<file path="src/design/dummy_never.sv">
`timescale 1ns/10ps

</file>
<file path="src/design/iwd_pkg.sv">
package iwd_pkg;
  // Instruction groups
  typedef enum logic [1:0] {
    IWD_BYTE,
    IWD_BIT,
    IWD_LITERAL,
    IWD_CONTROL
  } iwd_class_e;

  // Program memory pointer behaviour for table moves
  typedef enum logic [1:0] {
    IWD_TBL_KEEP,
    IWD_TBL_POST_INC,
    IWD_TBL_POST_DEC,
    IWD_TBL_PRE_INC
  } iwd_tbl_e;

  // Decoded operand fields
  typedef struct packed {
    logic dest_file;       // 1: result back to file register
    logic bank_from_sel;   // 1: bank from ram_bank_selector
    logic [2:0] bit_num;   // Bit position 0..7
    logic [11:0] file_addr; // File address (8 or 12 bits)
    logic [11:0] file_dst; // Destination address of move
    logic [19:0] literal;  // Immediate constant or program address
    logic [1:0] ptr_sel;   // Indirect pointer register select
    logic fast;            // Shadow register save/restore
    iwd_tbl_e tbl_mode;    // Table pointer mode
  } iwd_fields_s;

  localparam int unsigned IWD_PHASES = 4;
  localparam logic [1:0] IWD_Q_LAST = 2'h3;
  localparam logic [1:0] IWD_Q_FIRST = 2'h0;
  localparam logic [1:0] IWD_CYC_ONE = 2'h1;
  localparam logic [1:0] IWD_CYC_TWO = 2'h2;
  localparam logic [3:0] IWD_SECOND_TAG = 4'hf;
  // Top nibble codes
  localparam logic [3:0] IWD_OP_MISC = 4'h0;
  localparam logic [3:0] IWD_OP_BIT_LO = 4'h7;
  localparam logic [3:0] IWD_OP_BIT_HI = 4'hb;
  localparam logic [3:0] IWD_OP_MOVE = 4'hc;
  localparam logic [3:0] IWD_OP_REL = 4'hd;
  localparam logic [3:0] IWD_OP_EXT = 4'he;
  localparam logic [3:0] IWD_OP_SKIPBIT_S = 4'ha;
  localparam logic [3:0] IWD_OP_SKIPBIT_C = 4'hb;
  // Upper byte codes
  localparam logic [7:0] IWD_UB_CTRL = 8'h00;
  localparam logic [7:0] IWD_UB_BANK = 8'h01;
  localparam logic [7:0] IWD_UB_CALL0 = 8'hec;
  localparam logic [7:0] IWD_UB_CALL1 = 8'hed;
  localparam logic [7:0] IWD_UB_PTRLD = 8'hee;
  localparam logic [7:0] IWD_UB_JUMP = 8'hef;
  localparam logic [7:0] IWD_UB_LIT_MIN = 8'h08;
  localparam logic [7:0] IWD_UB_LIT_MAX = 8'h0f;
  // Low byte codes inside the control page
  localparam logic [7:0] IWD_LB_TBL_MIN = 8'h08;
  localparam logic [7:0] IWD_LB_TBL_MAX = 8'h0f;
  localparam logic [6:0] IWD_LB_RET = 7'h08;
  // Skip patterns on bits 15:9, 15:10 and 15:11
  localparam logic [6:0] IWD_SK_CMP_HI = 7'h32;
  localparam logic [5:0] IWD_SK_DECZ = 6'h0b;
  localparam logic [5:0] IWD_SK_INCZ = 6'h0f;
  localparam logic [5:0] IWD_SK_INNZ = 6'h12;
  localparam logic [5:0] IWD_SK_DCNZ = 6'h13;
  localparam logic [4:0] IWD_CBR_TAG = 5'h1c;
  localparam logic [15:0] IWD_WORD_NOP = 16'h0000;
endpackage : iwd_pkg

</file>
<file path="src/design/iwd_decoder.sv">
`timescale 1ns/10ps
// Overview of operation
// - Words are 16 bits; four take two
// - Split each word into opcode and operands
// - Every instruction falls in one group
// - Destination bit picks working_register or file
// - Bit ops carry file address and bit
// - Literals give constant and pointer select
// - Control ops give address, mode, table mode
// - Second word tagged by four top ones
// - Lone second word executes as no-operation
// - Taken test or jump adds one cycle
// - Double-word instructions take two cycles
// - Instruction cycle is four oscillator periods
// - Bank bit: access RAM or selected bank
// - Fast bit uses shadow registers
// - Four table pointer modes
// - Bit number is three bits wide
module iwd_decoder (
  input wire logic I_REF_CLK,                 // Oscillator clock
  input wire logic I_NRST,                    // Async reset, active low
  input wire logic I_WORD_VALID,              // Program word present
  input wire logic [15:0] I_WORD,             // Program word
  input wire logic I_SKIP_TAKEN,              // Last test true: flush next
  output logic [1:0] O_Q_PHASE,               // Oscillator phase in cycle
  output logic O_CYCLE_START,                 // Pulse at cycle start
  output logic O_VALID,                       // Decoded instruction ready
  output logic O_NOP,                         // Execute as no-operation
  output iwd_pkg::iwd_class_e O_CLASS,        // Instruction group
  output logic [7:0] O_OPCODE,                // Opcode bits of first word
  output iwd_pkg::iwd_fields_s O_FIELDS,      // Operand fields
  output logic O_DOUBLE,                      // Two-word instruction
  output logic O_SKIP_TYPE,                   // Conditional skip or branch
  output logic [1:0] O_CYCLES                 // Base execution cycles
);

  typedef enum logic {
    IWD_ST_FIRST,
    IWD_ST_SECOND
  } iwd_state_e;

  // Phase counter and boundary strobe
  logic [1:0] q_reg, q_next;
  logic start_reg, start_next;
  logic boundary; // Last phase of a cycle

  assign boundary = (q_reg == iwd_pkg::IWD_Q_LAST);

  // Next phase: four periods per instruction cycle
  always_comb begin
    q_next = q_reg + 2'h1;
    start_next = boundary;
  end

  // Phase registers
  always_ff @(posedge I_REF_CLK or negedge I_NRST) begin
    if (!I_NRST) begin
      q_reg <= iwd_pkg::IWD_Q_FIRST;
      start_reg <= 1'b0;
    end else begin
      q_reg <= q_next;
      start_reg <= start_next;
    end
  end

  // Single-word decode, pure combinational
  iwd_pkg::iwd_class_e cls;       // Group of this word
  iwd_pkg::iwd_fields_s fld;      // Fields of this word
  logic is_first2;                // Opens a double-word
  logic is_skip;                  // Conditional instruction
  logic is_jump;                  // Always alters program counter
  logic is_tag;                   // Second-word tag seen
  logic [3:0] top;                // Top nibble
  logic [7:0] ub;                 // Upper byte
  logic [7:0] lb;                 // Lower byte

  always_comb begin
    top = I_WORD[15:12];
    ub = I_WORD[15:8];
    lb = I_WORD[7:0];
    fld = '0;
    is_first2 = 1'b0;
    is_skip = 1'b0;
    is_jump = 1'b0;
    is_tag = (top == iwd_pkg::IWD_SECOND_TAG);
    cls = iwd_pkg::IWD_BYTE;
    // Common byte/bit field layout
    fld.file_addr = {4'h0, lb};
    fld.bank_from_sel = I_WORD[8];
    fld.dest_file = I_WORD[9];
    fld.bit_num = I_WORD[11:9];
    fld.tbl_mode = iwd_pkg::IWD_TBL_KEEP;
    if (is_tag) begin
      // Stray second word: no operation
      cls = iwd_pkg::IWD_CONTROL;
      fld = '0;
    end else if (ub == iwd_pkg::IWD_UB_CTRL) begin
      // Control page: table moves, returns, misc
      cls = iwd_pkg::IWD_CONTROL;
      fld = '0;
      if (lb >= iwd_pkg::IWD_LB_TBL_MIN && lb <= iwd_pkg::IWD_LB_TBL_MAX) begin
        fld.tbl_mode = iwd_pkg::iwd_tbl_e'(I_WORD[1:0]);
      end
      if (I_WORD[7:1] == iwd_pkg::IWD_LB_RET ||
          I_WORD[7:1] == (iwd_pkg::IWD_LB_RET + 7'h01)) begin
        fld.fast = I_WORD[0];
        is_jump = 1'b1;
      end
    end else if (ub == iwd_pkg::IWD_UB_BANK ||
        (ub >= iwd_pkg::IWD_UB_LIT_MIN && ub <= iwd_pkg::IWD_UB_LIT_MAX)) begin
      // Immediate forms with an 8-bit constant
      cls = iwd_pkg::IWD_LITERAL;
      fld = '0;
      fld.literal = {12'h000, lb};
    end else if (top == iwd_pkg::IWD_OP_MISC) begin
      cls = iwd_pkg::IWD_BYTE;
    end else if (top >= iwd_pkg::IWD_OP_BIT_LO &&
        top <= iwd_pkg::IWD_OP_BIT_HI) begin
      cls = iwd_pkg::IWD_BIT;
      fld.dest_file = 1'b0;
      is_skip = (top == iwd_pkg::IWD_OP_SKIPBIT_S) ||
                (top == iwd_pkg::IWD_OP_SKIPBIT_C);
    end else if (top == iwd_pkg::IWD_OP_MOVE) begin
      // Move between 12-bit file addresses
      cls = iwd_pkg::IWD_BYTE;
      fld = '0;
      fld.file_addr = I_WORD[11:0];
      is_first2 = 1'b1;
    end else if (top == iwd_pkg::IWD_OP_REL) begin
      cls = iwd_pkg::IWD_CONTROL;
      fld = '0;
      fld.literal = {9'h000, I_WORD[10:0]};
      is_jump = 1'b1;
    end else if (top == iwd_pkg::IWD_OP_EXT) begin
      cls = iwd_pkg::IWD_CONTROL;
      fld = '0;
      fld.literal = {12'h000, lb};
      if (ub == iwd_pkg::IWD_UB_CALL0 || ub == iwd_pkg::IWD_UB_CALL1) begin
        fld.fast = I_WORD[8];
        is_first2 = 1'b1;
      end else if (ub == iwd_pkg::IWD_UB_JUMP) begin
        is_first2 = 1'b1;
      end else if (ub == iwd_pkg::IWD_UB_PTRLD) begin
        cls = iwd_pkg::IWD_LITERAL;
        fld.ptr_sel = I_WORD[5:4];
        fld.literal = {16'h0000, I_WORD[3:0]};
        is_first2 = 1'b1;
      end else if (I_WORD[15:11] == iwd_pkg::IWD_CBR_TAG) begin
        is_skip = 1'b1; // Conditional relative branch
      end else begin
        is_jump = 1'b1; // Unconditional relative form
      end
    end else begin
      // Remaining byte-oriented pages 1..6
      cls = iwd_pkg::IWD_BYTE;
      is_skip = (I_WORD[15:9] >= iwd_pkg::IWD_SK_CMP_HI - 7'h02 &&
                 I_WORD[15:9] <= iwd_pkg::IWD_SK_CMP_HI) ||
                (I_WORD[15:10] == iwd_pkg::IWD_SK_DECZ) ||
                (I_WORD[15:10] == iwd_pkg::IWD_SK_INCZ) ||
                (I_WORD[15:10] == iwd_pkg::IWD_SK_INNZ) ||
                (I_WORD[15:10] == iwd_pkg::IWD_SK_DCNZ);
    end
  end

  // Sequencer and output state
  iwd_state_e st_reg, st_next;
  logic flush_reg, flush_next;       // Next word to be squashed
  logic valid_reg, valid_next;
  logic nop_reg, nop_next;
  iwd_pkg::iwd_class_e cls_reg, cls_next;
  logic [7:0] opc_reg, opc_next;
  iwd_pkg::iwd_fields_s fld_reg, fld_next;
  logic dbl_reg, dbl_next;
  logic skip_reg, skip_next;
  logic [1:0] cyc_reg, cyc_next;

  // Next-state: dispatch at each cycle boundary
  always_comb begin
    st_next = st_reg;
    flush_next = flush_reg;
    valid_next = 1'b0;
    nop_next = nop_reg;
    cls_next = cls_reg;
    opc_next = opc_reg;
    fld_next = fld_reg;
    dbl_next = dbl_reg;
    skip_next = skip_reg;
    cyc_next = cyc_reg;
    if (boundary) begin
      if (I_SKIP_TAKEN) begin
        flush_next = 1'b1;
      end
      if (I_WORD_VALID) begin
        case (st_reg)
          IWD_ST_FIRST: begin
            flush_next = I_SKIP_TAKEN;
            if (flush_reg) begin
              // Squashed word: extra no-operation cycle
              valid_next = 1'b1;
              nop_next = 1'b1;
              cls_next = iwd_pkg::IWD_CONTROL;
              opc_next = iwd_pkg::IWD_WORD_NOP[15:8];
              fld_next = '0;
              dbl_next = 1'b0;
              skip_next = 1'b0;
              cyc_next = iwd_pkg::IWD_CYC_ONE;
            end else if (is_first2) begin
              // Hold first word, await operand word
              st_next = IWD_ST_SECOND;
              cls_next = cls;
              opc_next = I_WORD[15:8];
              fld_next = fld;
              // A squash raised here still hits the word after the pair
            end else begin
              valid_next = 1'b1;
              nop_next = is_tag;
              cls_next = cls;
              opc_next = I_WORD[15:8];
              fld_next = fld;
              dbl_next = 1'b0;
              skip_next = is_skip;
              cyc_next = is_jump ? iwd_pkg::IWD_CYC_TWO :
                                   iwd_pkg::IWD_CYC_ONE;
            end
          end
          IWD_ST_SECOND: begin
            // Merge operand word into held fields
            st_next = IWD_ST_FIRST;
            valid_next = 1'b1;
            nop_next = 1'b0;
            dbl_next = 1'b1;
            skip_next = 1'b0;
            cyc_next = iwd_pkg::IWD_CYC_TWO;
            if (opc_reg[7:4] == iwd_pkg::IWD_OP_MOVE) begin
              fld_next.file_dst = I_WORD[11:0];
            end else if (opc_reg == iwd_pkg::IWD_UB_PTRLD) begin
              fld_next.literal = {8'h00, fld_reg.literal[3:0],
                                  I_WORD[7:0]};
            end else begin
              fld_next.literal = {I_WORD[11:0],
                                  fld_reg.literal[7:0]};
            end
          end
          default: begin
            st_next = IWD_ST_FIRST;
          end
        endcase
      end
    end
  end

  // Sequencer registers
  always_ff @(posedge I_REF_CLK or negedge I_NRST) begin
    if (!I_NRST) begin
      st_reg <= IWD_ST_FIRST;
      flush_reg <= 1'b0;
      valid_reg <= 1'b0;
      nop_reg <= 1'b0;
      cls_reg <= iwd_pkg::IWD_BYTE;
      opc_reg <= 8'h00;
      fld_reg <= '0;
      dbl_reg <= 1'b0;
      skip_reg <= 1'b0;
      cyc_reg <= iwd_pkg::IWD_CYC_ONE;
    end else begin
      st_reg <= st_next;
      flush_reg <= flush_next;
      valid_reg <= valid_next;
      nop_reg <= nop_next;
      cls_reg <= cls_next;
      opc_reg <= opc_next;
      fld_reg <= fld_next;
      dbl_reg <= dbl_next;
      skip_reg <= skip_next;
      cyc_reg <= cyc_next;
    end
  end

  // Outputs straight from registers
  assign O_Q_PHASE = q_reg;
  assign O_CYCLE_START = start_reg;
  assign O_VALID = valid_reg;
  assign O_NOP = nop_reg;
  assign O_CLASS = cls_reg;
  assign O_OPCODE = opc_reg;
  assign O_FIELDS = fld_reg;
  assign O_DOUBLE = dbl_reg;
  assign O_SKIP_TYPE = skip_reg;
  assign O_CYCLES = cyc_reg;

endmodule : iwd_decoder

</file>
<file path="config.mk">
export PLATFORM = sky130hd
export DESIGN_NAME = iwd_decoder
export DESIGN_NICKNAME = d
export VERILOG_FILES = /design/src/design/dummy_never.sv /design/src/design/iwd_pkg.sv /design/src/design/iwd_decoder.sv
export SDC_FILE = /design/constraint.sdc
export NUM_CORES = 1
export LEC_CHECK = 0
export BUFFER_PORTS_ARGS = -buffer_cell sky130_fd_sc_hd__buf_2
export CAP_MARGIN = 20
export CORE_UTILIZATION = 55
export DETAILED_ROUTE_END_ITERATION = 10
export PLACE_DENSITY = 0.83
export SKIP_CTS_REPAIR_TIMING = 1
export SYNTH_ARGS = -nofsm -noshare
export SYNTH_HDL_FRONTEND = slang
export SYNTH_SLANG_ARGS = --single-unit
</file>
<file path="constraint.sdc">
create_clock -name I_REF_CLK -period 2.45 [get_ports I_REF_CLK]
set_input_delay 0.735 -clock I_REF_CLK [delete_from_list [all_inputs] [get_ports I_REF_CLK]]
set_output_delay 0.735 -clock I_REF_CLK [all_outputs]
set_load 0.02 [all_outputs]
</file>
After elaboration in Yosys (flattened, before gate mapping)
Cells that the tools add are included.

Output and inout port bits: 73. Bits in read-only memories: 0. Memories: 0. RAM bits: 0. Latch bits: 0. Word-level logic and storage cells: 169. Register bits: 75. Input port bits: 20.

Equality and inequality tests: 25. $mul: 0. $lt $le $gt $ge: 8. Divide/modulo/power cells: 0. Shift operators: 0. Mux-type cells: 93. Reductions and logical operators: 20. $add $sub $neg: 1. Bitwise operators: 1.

Operator list (number): $mux 54 (8); $pmux 32 s2 (1); $mux 1 (57); $mux 53 (1); $eq 8x8->1 const B (5); $mux 20 (2); $mux 10 (3); $eq 4x4->1 const B (7); $mux 2 (13); $ge 8x4->1 const B (2); $le 8x4->1 const B (2); $eq 7x4->1 const B (2); $eq 6x4->1 const B (2); $eq 6x5->1 const B (2); $mux 12 (1); $reduce_and 3->1 (4); $pmux 1 s2 (5); $eq 8x1->1 const B (1); $logic_not 8->1 (1); $logic_or 1x1->1 (8); $mux 8 (1); $ge 7x6->1 const B (1); $le 7x6->1 const B (1); $eq 5x5->1 const B (1); 13 further kinds (17).

Depth between registers and ports, before layout
Gate-level depths: netlist (run 1).

Depth in word-level cells: 17. Gate-level depth with buffers: 7.

Worst setup path before layout (run 1)
No wires, ideal clock.

Path kind: input port to flip-flop. Start: input port I_WORD[9]. End: register cyc_reg[1], in the netlist O_CYCLES[1]. Path slack: 0.374 ns. Cell stages on the path: 7. Data required time: 2.320 ns. Library setup time: 0.130 ns. Arrival: 1.946 ns. Buffers on the path: 2. Cells stage by stage: buf_2 nor4_2 nand2_1 a41o_1 buf_2 nor3_1 a21oi_1.

Longest elaborated chain between the ends: 16. Elaborated cells on any way between the ends: 39.

Ends and longest elaborated chain: from (decl) (line iwd_decoder.sv:23) `input wire logic [15:0] I_WORD,`; $eq 8x8->1 (line iwd_decoder.sv:143) `end else if (ub == iwd_pkg::IWD_UB_PTRLD) begin`; $mux 1 (line iwd_decoder.sv:143); $mux 1 (line iwd_decoder.sv:141) `end else if (ub == iwd_pkg::IWD_UB_JUMP) begin`; $mux 1 (line iwd_decoder.sv:138) `if (ub == iwd_pkg::IWD_UB_CALL0 || ub == iwd_pkg::IWD_UB_CALL1) begin`; $mux 1 (line iwd_decoder.sv:134) `end else if (top == iwd_pkg::IWD_OP_EXT) begin`; $mux 1 (line iwd_decoder.sv:129) `end else if (top == iwd_pkg::IWD_OP_REL) begin`; $mux 1 (line iwd_decoder.sv:123) `end else if (top == iwd_pkg::IWD_OP_MOVE) begin`; $mux 1 (line iwd_decoder.sv:117) `end else if (top >= iwd_pkg::IWD_OP_BIT_LO &&`; $mux 1 (line iwd_decoder.sv:115) `end else if (top == iwd_pkg::IWD_OP_MISC) begin`; $mux 1 (line iwd_decoder.sv:109) `end else if (ub == iwd_pkg::IWD_UB_BANK ||`; $mux 1 (line iwd_decoder.sv:97) `end else if (ub == iwd_pkg::IWD_UB_CTRL) begin`; $mux 1 (line iwd_decoder.sv:93) `if (is_tag) begin`; $mux 2 (line iwd_decoder.sv:222) `cyc_next = is_jump ? iwd_pkg::IWD_CYC_TWO :`; $mux 2 (line iwd_decoder.sv:207) `end else if (is_first2) begin`; $mux 2 (line iwd_decoder.sv:197) `if (flush_reg) begin`; $pmux 2 s2 (line iwd_decoder.sv:194) `case (st_reg)`; to (signal assigned) (line iwd_decoder.sv:264) `cyc_reg <= iwd_pkg::IWD_CYC_ONE;`; to (signal assigned) (line iwd_decoder.sv:275) `cyc_reg <= cyc_next;`; to (decl) (line iwd_decoder.sv:175) `logic [1:0] cyc_reg, cyc_next;`.

Several ways; a longest one is shown, not always the timed one. The select of a mux whose other input is x is not followed. A chain may end at the register's enable or synchronous reset.

Final worst setup path (run 1)
Start: register q_reg[0], in the netlist O_Q_PHASE[0]. End: register fld_reg (netlist bit O_FIELDS[52]).

Longest elaborated chain between the ends: 2.

Ends and longest elaborated chain: from (decl) (line iwd_decoder.sv:43) `logic [1:0] q_reg, q_next;`; from (signal assigned) (line iwd_decoder.sv:58) `q_reg <= iwd_pkg::IWD_Q_FIRST;`; from (signal assigned) (line iwd_decoder.sv:61) `q_reg <= q_next;`; $eq 2x2->1 (line iwd_decoder.sv:47) `assign boundary = (q_reg == iwd_pkg::IWD_Q_LAST);`; net boundary (line iwd_decoder.sv:45) `logic boundary;`; $reduce_and 3->1 (no line); to (signal assigned) (line iwd_decoder.sv:272) `fld_reg <= fld_next;`; to (decl) (line iwd_decoder.sv:172) `iwd_pkg::iwd_fields_s fld_reg, fld_next;`.

The timed path passes the listed nets, and every way through them passes these cells.

==> reports/qor.csv, run 1 <==
metric;value;unit
cts_buffer_depth;2;
first_pass_iters;5;
largest_register_ffs;54;
clk_latency;0.35;ns
startpoint;O_Q_PHASE[0];
powerDensity;667.5;nW/µm²
htree_num_levels;3;
synth_top_family_by_area;compound AO/OA/AOI/OAI gates;
status;finished, final reports clean;
drcViolationCount;0;
syn_inst;318;
reg2reg_from;O_Q_PHASE[0];
synth_commonest_cells;74 x dfrtp_1, 45 x nand2_1, 39 x a22o_1, 23 x nor2_1;
rows;28;
initial_core_util;57.04;%
cts_tree;built;
ys_seq_area_share;55.29;%
synth-edff-count;0;
grt_first_pass_wirelength;14610;µm
async_flop_share;100.0;%
maxCapViolCount;0;
critical_path_buf_inv_count;0;
vias_per_cell;6.090;
crit_cells;5;
ys_ff_latch;75;
endpoint_kind;flip-flop;
ys_types;51;
finalSetupTns;0;ns
path_class;flip-flop to flip-flop;
grt_overflow;0;
routedWlPerCell;18.19;µm
worst_path_largest_cell_delay;0.57;ns
endpoint;O_FIELDS[52];
dp_hpwl;6519;µm
boundaryPins;93;
rr_endpoint;O_FIELDS[52];
multi_input_area;1394;µm²
cts.sinks;75;
critical_path.max_fanout;8;
critPathArrivalTime;2.48;ns
die_h;80.59;µm
synth_area;3397;µm²
drv_slew;0;
hold_path.class;input pin to asynchronous set/reset pin;
ff2ff_setup_slack;0.26;ns
synth-adder-area-share;0.3683;%
syn_avg_cell_area;10.68;µm²
yosys.area_share.simple;17.75;%
grt_util_all_layers;30.28;%
leakage;2.150;nW
cts_made_buffers;9;
cp.required;2.74;ns
max_freq;456.3;MHz
reg2reg_depth;5;
syn_nets;339;
vdd_ir_drop_max;0.4520;mV
grt_antenna_before_repair;0;
synth_flop_cell;dfrtp_1;
fill_cells;464;
finalWirelength;9113;µm
dieArea;6495;µm²
yosys-mux-area-fraction;4.088;%
min_period_over_period;89.46;%
worstMarginPinSlew;0.6690;ns
hold_viol_final;0;
report.final.setup_viol;0;
cp-start-kind;flip-flop;
yosysWarnings;0;
yosysMostFrequentCell;dfrtp_1;
path_delay_family;simple AND/OR/NAND/NOR gates;
clk_pin_slew;0.08;ns
vias;3051;
area_delta_synth_final;24.27;%
rsz0062_at_grt;no;
diodes;0;
synthXorXnorAreaFrac;0.2578;%
initialDrtViolationCount;349;
ant_nets;0;
synth_area_leaders;dfrtp_1 55%, a22o_1 10%, nand2_1 5.0%;
core_area;5956;µm²
place_congestion;0.9328;
cp_cell_sequence;ha_1 -> and2_0 -> nand2b_1 -> nor4_1 -> a22o_1;
relSlewSlack;55.40;%
ff_latch_area;1878;µm²
die_w;80.59;µm
min_period;2.192;ns
nets;442;
synth_top_area_cell;dfrtp_1;
drive_gt1_share;33.33;%
portBuffers;92;
grt_pass1_vias;2958;
cp_slowest_cell;nor4_1;
utilization;70.88;%
finClkSkew;0.008041;ns
cts-root-buf;clkbuf_8;
netlist.area_leader.share;54.51;%
grt_max_degree;40;
synth_compound_area_share;18.56;%
-- power breakdown --
group / total (W) / switching (W) / internal, W
registers: 0.00141 / 0.0000739 / 0.00133
clock network: 0.000935 / 0.000469 / 0.000466
logic: 0.000476 / 0.000292 / 0.000185
total: 0.00282 / 0.000834 / 0.00198
-- cells by family after synthesis --
family / count (synthesis)
fa+ha+maj: 1
compound gates: 82
buf+inv: 29
simple gates: 117
mux: 13
xor+xnor: 1
flops: 75
-- through the flow --
stage	total power, W	worst slack (ns)	hold slack (ns)	instance area (µm²)	instances
2_1_floorplan	0.001696	0.3741	0.4394	3397	318
3_3_place_gp	0.001893	0.1331	0.4321	4029	485
3_5_place_dp	0.001905	0.1078	0.4472	4029	485
4_1_cts	0.002824	0.3334	0.3658	4222	501
5_1_grt	0.002928	0.1934	0.3790	4222	501
6_report	0.002818	0.2584	0.3426	4222	501
-- layer usage --
layer / track usage [%] / vias up / wire, µm
li1: - / 1376 / -
met1: 40.98 / 1502 / 3865
met2: 46.27 / 154 / 4299
met3: 7.727 / 19 / 792
met4: 12.32 / 0 / 156
met5: 0 / - / 0
-- area by class of cell --
cell class	count	share of cell area, %
sequential	75	44.49
multi-input combinational	214	33.02
timing repair buffer	113	15.00
clock buffer	9	2.934
tap	75	2.223
clock inverter	7	1.630
inverter	8	0.7113
-- how the worst min path moves through the flow --
stage / to / cells past startpoint
2_1_floorplan: O_CLASS[0] / 0
3_3_place_gp: O_Q_PHASE[0] / 1
3_5_place_dp: O_Q_PHASE[0] / 1
4_1_cts: O_OPCODE[6] / 1
5_1_grt: O_OPCODE[7] / 1
6_report: O_OPCODE[6] / 1
-- placed cells by master (no fill, tap or decap), drive strengths merged, types with 3 or more instances in the layout --
cell    synthesis  routed
a21oi          10      10
a22o           39      39
buf            13     113
clkbuf          8       9
clkinv          0       4
dfrtp          74      74
inv             8       8
mux2            7       7
mux2i           6       6
nand2          45      45
nand2b          5       5
nand3           4       4
nand3b          9       9
nand4           3       3
nor2           23      23
nor2b           4       4
nor3            4       4
nor3b           3       3
nor4            7       7
o21ai           6       6
o22ai           6       6
Power figures use the tool's default switching activity.
==> run 2: changes to the inputs <==
--- a/config.mk
+++ b/config.mk
@@ -9,6 +9,7 @@
 export CAP_MARGIN = 20
 export CORE_UTILIZATION = 55
 export DETAILED_ROUTE_END_ITERATION = 10
+export GPL_TIMING_DRIVEN = 0
 export PLACE_DENSITY = 0.83
 export SKIP_CTS_REPAIR_TIMING = 1
 export SYNTH_ARGS = -nofsm -noshare
==> reports/qor.csv, run 2 (synthesis gave the netlist of run 1 again) <==
metric;value;unit;change
powerDensity;697.9;nW/µm²;+4.6%
largest_register_ffs;54;;unchanged
ant_nets;0;;unchanged
die_w;80.59;µm;unchanged
report.final.setup_viol;0;;unchanged
boundaryPins;93;;unchanged
seqPwrFrac;47.9;%;-2.0 points
final_common_cell;buf_2;;
cts-root-buf;clkbuf_8;;
rows;28;;unchanged
vdd_ir_drop_max;0.5087;mV;+13%
cp-start-kind;flip-flop;;
layout_common_cells;99 x buf_2, 74 x dfrtp_1, 45 x nand2_1;;
drive_gt1_share;30.42;%;-2.9 points
clock_power_share;35.7;%;+2.5 points
die_h;80.59;µm;unchanged
p_sw;0.0008237;W;-1.3%
relSlewSlack;38.18;%;-17 points
diodes;0;;unchanged
grt_first_pass_wirelength;14100;µm;-3.5%
cts_buffer_depth;2;;unchanged
cp.required;2.74;ns;about the same
vias_per_cell;5.910;;-3.0%
combPwrFrac;16.3;%;-0.6 points
grt_pass1_vias;2755;;-6.9%
htree_num_levels;3;;unchanged
drv_slew;0;;unchanged
clk_latency;0.35;ns;about the same
grt_overflow;0;;unchanged
area_delta_synth_final;22.65;%;
cts_made_buffers;9;;unchanged
core_area;5956;µm²;unchanged
clk_pin_slew;0.08;ns;about the same
status;finished, final reports clean;;
whs;0.4451;ns;+0.1025 ns
leakage;2.100;nW;-2.4%
hold_path.class;flip-flop to flip-flop;;
dieArea;6495;µm²;unchanged
finClkSkew;0.007295;ns;-0.0007456 ns
vias;2949;;-3.3%
initial_core_util;57.04;%;unchanged
netSwitchingFraction;28.33;%;-1.3 points
place_congestion;0.9253;;-0.80%
first_pass_iters;5;;unchanged
internal_power;0.002084;W;+5.1%
hold_viol_final;0;;unchanged
fin_area;4167;µm²;-1.3%
min_period;2.235;ns;+0.04312 ns
path_class;flip-flop to flip-flop;;
finalWirelength;9057;µm;-0.61%
rsz0062_at_grt;no;;
cts_tree;built;;
maxCapViolCount;0;;unchanged
worst_path_largest_cell_delay;0.52;ns;-0.05 ns
grt_max_degree;76;;+90%
cp_slowest_cell;nor3b_4;;
initialDrtViolationCount;230;;-34%
critical_path.max_fanout;10;;+2
dp_hpwl;6394;µm;-1.9%
critPathArrivalTime;2.53;ns;+0.05 ns
nets;440;;-0.45%
cts.sinks;75;;unchanged
endpoint_kind;flip-flop;;
cp_cell_sequence;ha_1 -> nand2_1 -> nor2_1 -> nand2b_1 -> nor3b_4 -> a22o_1;;
drcViolationCount;0;;unchanged
min_period_over_period;91.21;%;+1.8 points
worstMarginPinSlew;0.9273;ns;+0.2583 ns
dpl_cell_area;3944;µm²;-2.1%
routedWlPerCell;18.15;µm;-0.22%
grt_util_all_layers;29.59;%;-0.69 points
grt_antenna_before_repair;0;;unchanged
portBuffers;90;;-2.2%
max_freq;447.5;MHz;-1.9%
-- run 2: changes by cell type in the layout (fill, tap and decap cells not counted), moves of 2 or more --
cell,before,now
buf_2,91,99
clkinv_2,3,1
buf_1,0,2
clkbuf_1,0,9
buf_4,21,2
-- run 2: critical path, delay by kind of cell (launching register included) --
kind | cells | cell delay (ns)
AOI/OAI and AO/OA | 1 | 0.22
adders and majority gates | 1 | 0.24
DFF | 1 | 0.37
and+or+nand+nor | 4 | 1.34
-- run 2: per-layer routing --
metal  part of all wire (%)  routed length [µm]  track usage, %
met5                      0                   0               0
met4                    1.9                 176           14.11
met3                    5.9                 533           6.023
met2                     47                4264           44.32
met1                     45                4082           40.92
-- run 2: power groups by stage --
stage	clock, W	sequential [W]	combinational [W]
after CTS	0.00105	0.00139	0.000477
after global placement	0	0.00141	0.000468
after global routing	0.00110	0.00141	0.000515
after detailed placement	0	0.00142	0.000476
after floorplan	0	0.00153	0.000168
final	0.00104	0.00139	0.000475
-- run 2: worst paths after layout --
| path | from | end | slack, ns | cells past startpoint |
|---|---|---|---|---|
| hold reg to reg | O_Q_PHASE[0] | O_Q_PHASE[0] | 0.45 | 1 |
| hold / removal | O_Q_PHASE[0] | O_Q_PHASE[0] | 0.45 | 1 |
| setup reg to reg | O_Q_PHASE[0] | O_FIELDS[38] | 0.22 | 6 |
| setup / recovery | O_Q_PHASE[0] | O_FIELDS[38] | 0.22 | 6 |
| min in group asynchronous | I_NRST | O_OPCODE[2] | 0.51 | 1 |
| max in group asynchronous | I_NRST | O_FIELDS[22] | 1.33 | 1 |
-- run 2: final cells by class --
class | count | area (µm²)
Multi-Input combinational cell | 214 | 1400
Fill cell | 495 | 1789
Timing Repair Buffer | 90 | 452.9
Buffer | 21 | 95.09
Tap cell | 75 | 93.84
Sequential cell | 75 | 1878
Inverter | 8 | 30.03
Clock inverter | 6 | 88.84
Clock buffer | 10 | 127.6
-- run 2: stage by stage --
stage	total power [W]	worst slack [ns]	TNS, ns	utilization [%]	cells
3_3_place_gp	0.001880	-0.04336	-0.3285	66.18	483
4_1_cts	0.002918	0.06825	0	69.85	499
2_1_floorplan	0.001696	0.3741	0	-	318
6_report	0.002908	0.2152	0	69.96	499
3_5_place_dp	0.001891	-0.1112	-0.8103	66.22	483
5_1_grt	0.003017	0.05914	0	69.96	499
==> run 3: changes to the inputs <==
--- a/config.mk
+++ b/config.mk
@@ -5,12 +5,12 @@
 export SDC_FILE = /design/constraint.sdc
 export NUM_CORES = 1
 export LEC_CHECK = 0
-export BUFFER_PORTS_ARGS = -buffer_cell sky130_fd_sc_hd__buf_2
 export CAP_MARGIN = 20
 export CORE_UTILIZATION = 55
 export DETAILED_ROUTE_END_ITERATION = 10
+export DONT_BUFFER_PORTS = 1
 export GPL_TIMING_DRIVEN = 0
-export PLACE_DENSITY = 0.83
+export PLACE_DENSITY = 0.7
 export SKIP_CTS_REPAIR_TIMING = 1
 export SYNTH_ARGS = -nofsm -noshare
 export SYNTH_HDL_FRONTEND = slang
==> reports/qor.csv, run 3 (synthesis gave the netlist of run 1 again) <==
metric;value;unit;change
finClkSkew;0.009272;ns;+0.001977 ns
endpoint_kind;flip-flop;;
fin_cells;409;;-18%
cts_buffer_depth;2;;unchanged
internal_power;0.001978;W;-5.1%
maxCapViolCount;0;;unchanged
p_sw;0.0007209;W;-12%
area_delta_synth_final;9.282;%;
status;finished, final reports clean;;
portBuffers;0;;-100%
critPathArrivalTime;2.55;ns;+0.02 ns
drcViolationCount;0;;unchanged
first_pass_iters;5;;unchanged
powerDensity;727.0;nW/µm²;+4.2%
cp.required;2.72;ns;-0.02 ns
hold_path.class;input pin to asynchronous set/reset pin;;
final_common_cell;dfrtp_1;;
die_h;80.59;µm;unchanged
vias;2664;;-9.7%
grt_first_pass_wirelength;13830;µm;-1.9%
ant_nets;0;;unchanged
relSlewSlack;45.28;%;+7.1 points
multi_input_area;1400;µm²;unchanged
post-place-ws;-0.07891;ns;+0.03230 ns
reg2reg_depth;6;;unchanged
dp.cells;393;;-19%
vias_per_cell;6.513;;+10%
rows;28;;unchanged
initialDrtViolationCount;298;;+30%
path_class;flip-flop to flip-flop;;
hold_viol_final;0;;unchanged
finalWirelength;8871;µm;-2.1%
ff_latch_area;1878;µm²;unchanged
grt_util_all_layers;29.26;%;-0.33 points
cts-root-buf;clkbuf_8;;
leakage;1.678;nW;-20%
dieArea;6495;µm²;unchanged
worstMarginPinSlew;0.8208;ns;-0.1066 ns
dp_hpwl;6219;µm;-2.7%
cp-start-kind;flip-flop;;
rsz0062_at_grt;no;;
grt_antenna_before_repair;0;;unchanged
largest_register_ffs;54;;unchanged
clock_power_share;35.5;%;-0.2 points
report.final.setup_viol;0;;unchanged
cts_tree;built;;
fin_ws;0.1685;ns;-0.04674 ns
nets;352;;-20%
boundaryPins;93;;unchanged
cts_made_buffers;9;;unchanged
layout_common_cells;74 x dfrtp_1, 45 x nand2_1, 39 x a22o_1;;
place_congestion;0.8885;;-4.0%
drive_gt1_share;11.98;%;-18 points
grt_overflow;0;;unchanged
ff2ff_setup_slack;0.17;ns;-0.05 ns
grt_max_degree;76;;unchanged
cts.sinks;75;;unchanged
vdd_ir_drop_max;0.3831;mV;-25%
rr_endpoint;O_FIELDS[3];;
seqPwrFrac;56.7;%;+8.8 points
reg2reg_from;O_Q_PHASE[0];;
clk_latency;0.33;ns;-0.02 ns
drv_slew;0;;unchanged
combPwrFrac;7.8;%;-8.5 points
clk_pin_slew;0.07;ns;about the same
core_area;5956;µm²;unchanged
netSwitchingFraction;26.71;%;-1.6 points
htree_num_levels;3;;unchanged
initial_core_util;57.04;%;unchanged
die_w;80.59;µm;unchanged
min_period;2.282;ns;+0.04674 ns
routedWlPerCell;21.69;µm;+19%
min_period_over_period;93.12;%;+1.9 points
finalSetupTns;0;ns;unchanged
diodes;0;;unchanged
grt_pass1_vias;2691;;-2.3%
fill_cells;523;;+5.7%
max_freq;438.3;MHz;-2.0%
critical_path.max_fanout;10;;unchanged
[run 3: changes by cell type in the layout (fill, tap and decap cells not counted), sizes merged]
cell / change
clkbuf: +2
bufinv: -1
buf: -88
clkinvlp: -2
inv: -1
[run 3: worst max-delay path by stage]
stage                            start           end  slack, ns  cells past startpoint
after floorplan              I_WORD[9]   O_CYCLES[1]       0.37                      7
after global placement    O_Q_PHASE[0]  O_FIELDS[41]      -0.02                      6
after detailed placement  O_Q_PHASE[0]  O_FIELDS[40]      -0.08                      6
after CTS                 O_Q_PHASE[0]  O_FIELDS[40]      -0.12                      6
after global routing      O_Q_PHASE[0]  O_FIELDS[17]      0.005                      5
final                     O_Q_PHASE[0]   O_FIELDS[3]       0.17                      6
[run 3: critical path, stage by stage (launching register included)]
cell	delay, ns
dfrtp_1	0.48
ha_1	0.30
nand2_1	0.28
nor2_1	0.32
nand2b_1	0.25
nor4_1	0.40
a22o_1	0.20
[run 3: final cells by class]
type | instances | area share, %
buffer | 21 | 2.562
clock buffer | 12 | 4.449
clock inverter | 2 | 0.9437
inverter | 8 | 0.8089
multi-input combinational | 214 | 37.71
sequential | 75 | 50.59
tap | 75 | 2.528
timing repair buffer | 2 | 0.4044
[run 3: routing by layer]
metal / up-vias / wire length (µm) / global-route usage (%)
met4: 0 / 176 / 11.07
met3: 20 / 914 / 10.23
met1: 1310 / 3899 / 38.91
li1: 1191 / - / -
met2: 143 / 3880 / 43.73
met5: - / 0 / 0
[run 3: per-stage QoR]
step / util [%] / power (W) / hold WS (ns) / area [µm²]
finish: 62.33 / 0.002699 / 0.08684 / 3712
global route: 62.33 / 0.002803 / 0.06259 / 3712
CTS: 61.97 / 0.002712 / 0.07133 / 3691
detailed placement: 58.61 / 0.001760 / 0.4408 / 3491
global placement: 58.61 / 0.001749 / 0.4411 / 3491
floorplan: - / 0.001696 / 0.4394 / 3397
[run 3: power groups by stage]
| stage | combinational [W] | sequential, W | clock (W) |
|---|---|---|---|
| after global placement | 0.000199 | 0.00155 | 0 |
| after detailed placement | 0.000206 | 0.00155 | 0 |
| after global routing | 0.000233 | 0.00154 | 0.00103 |
| after floorplan | 0.000168 | 0.00153 | 0 |
| after CTS | 0.000207 | 0.00153 | 0.000973 |
| final | 0.000209 | 0.00153 | 0.000958 |
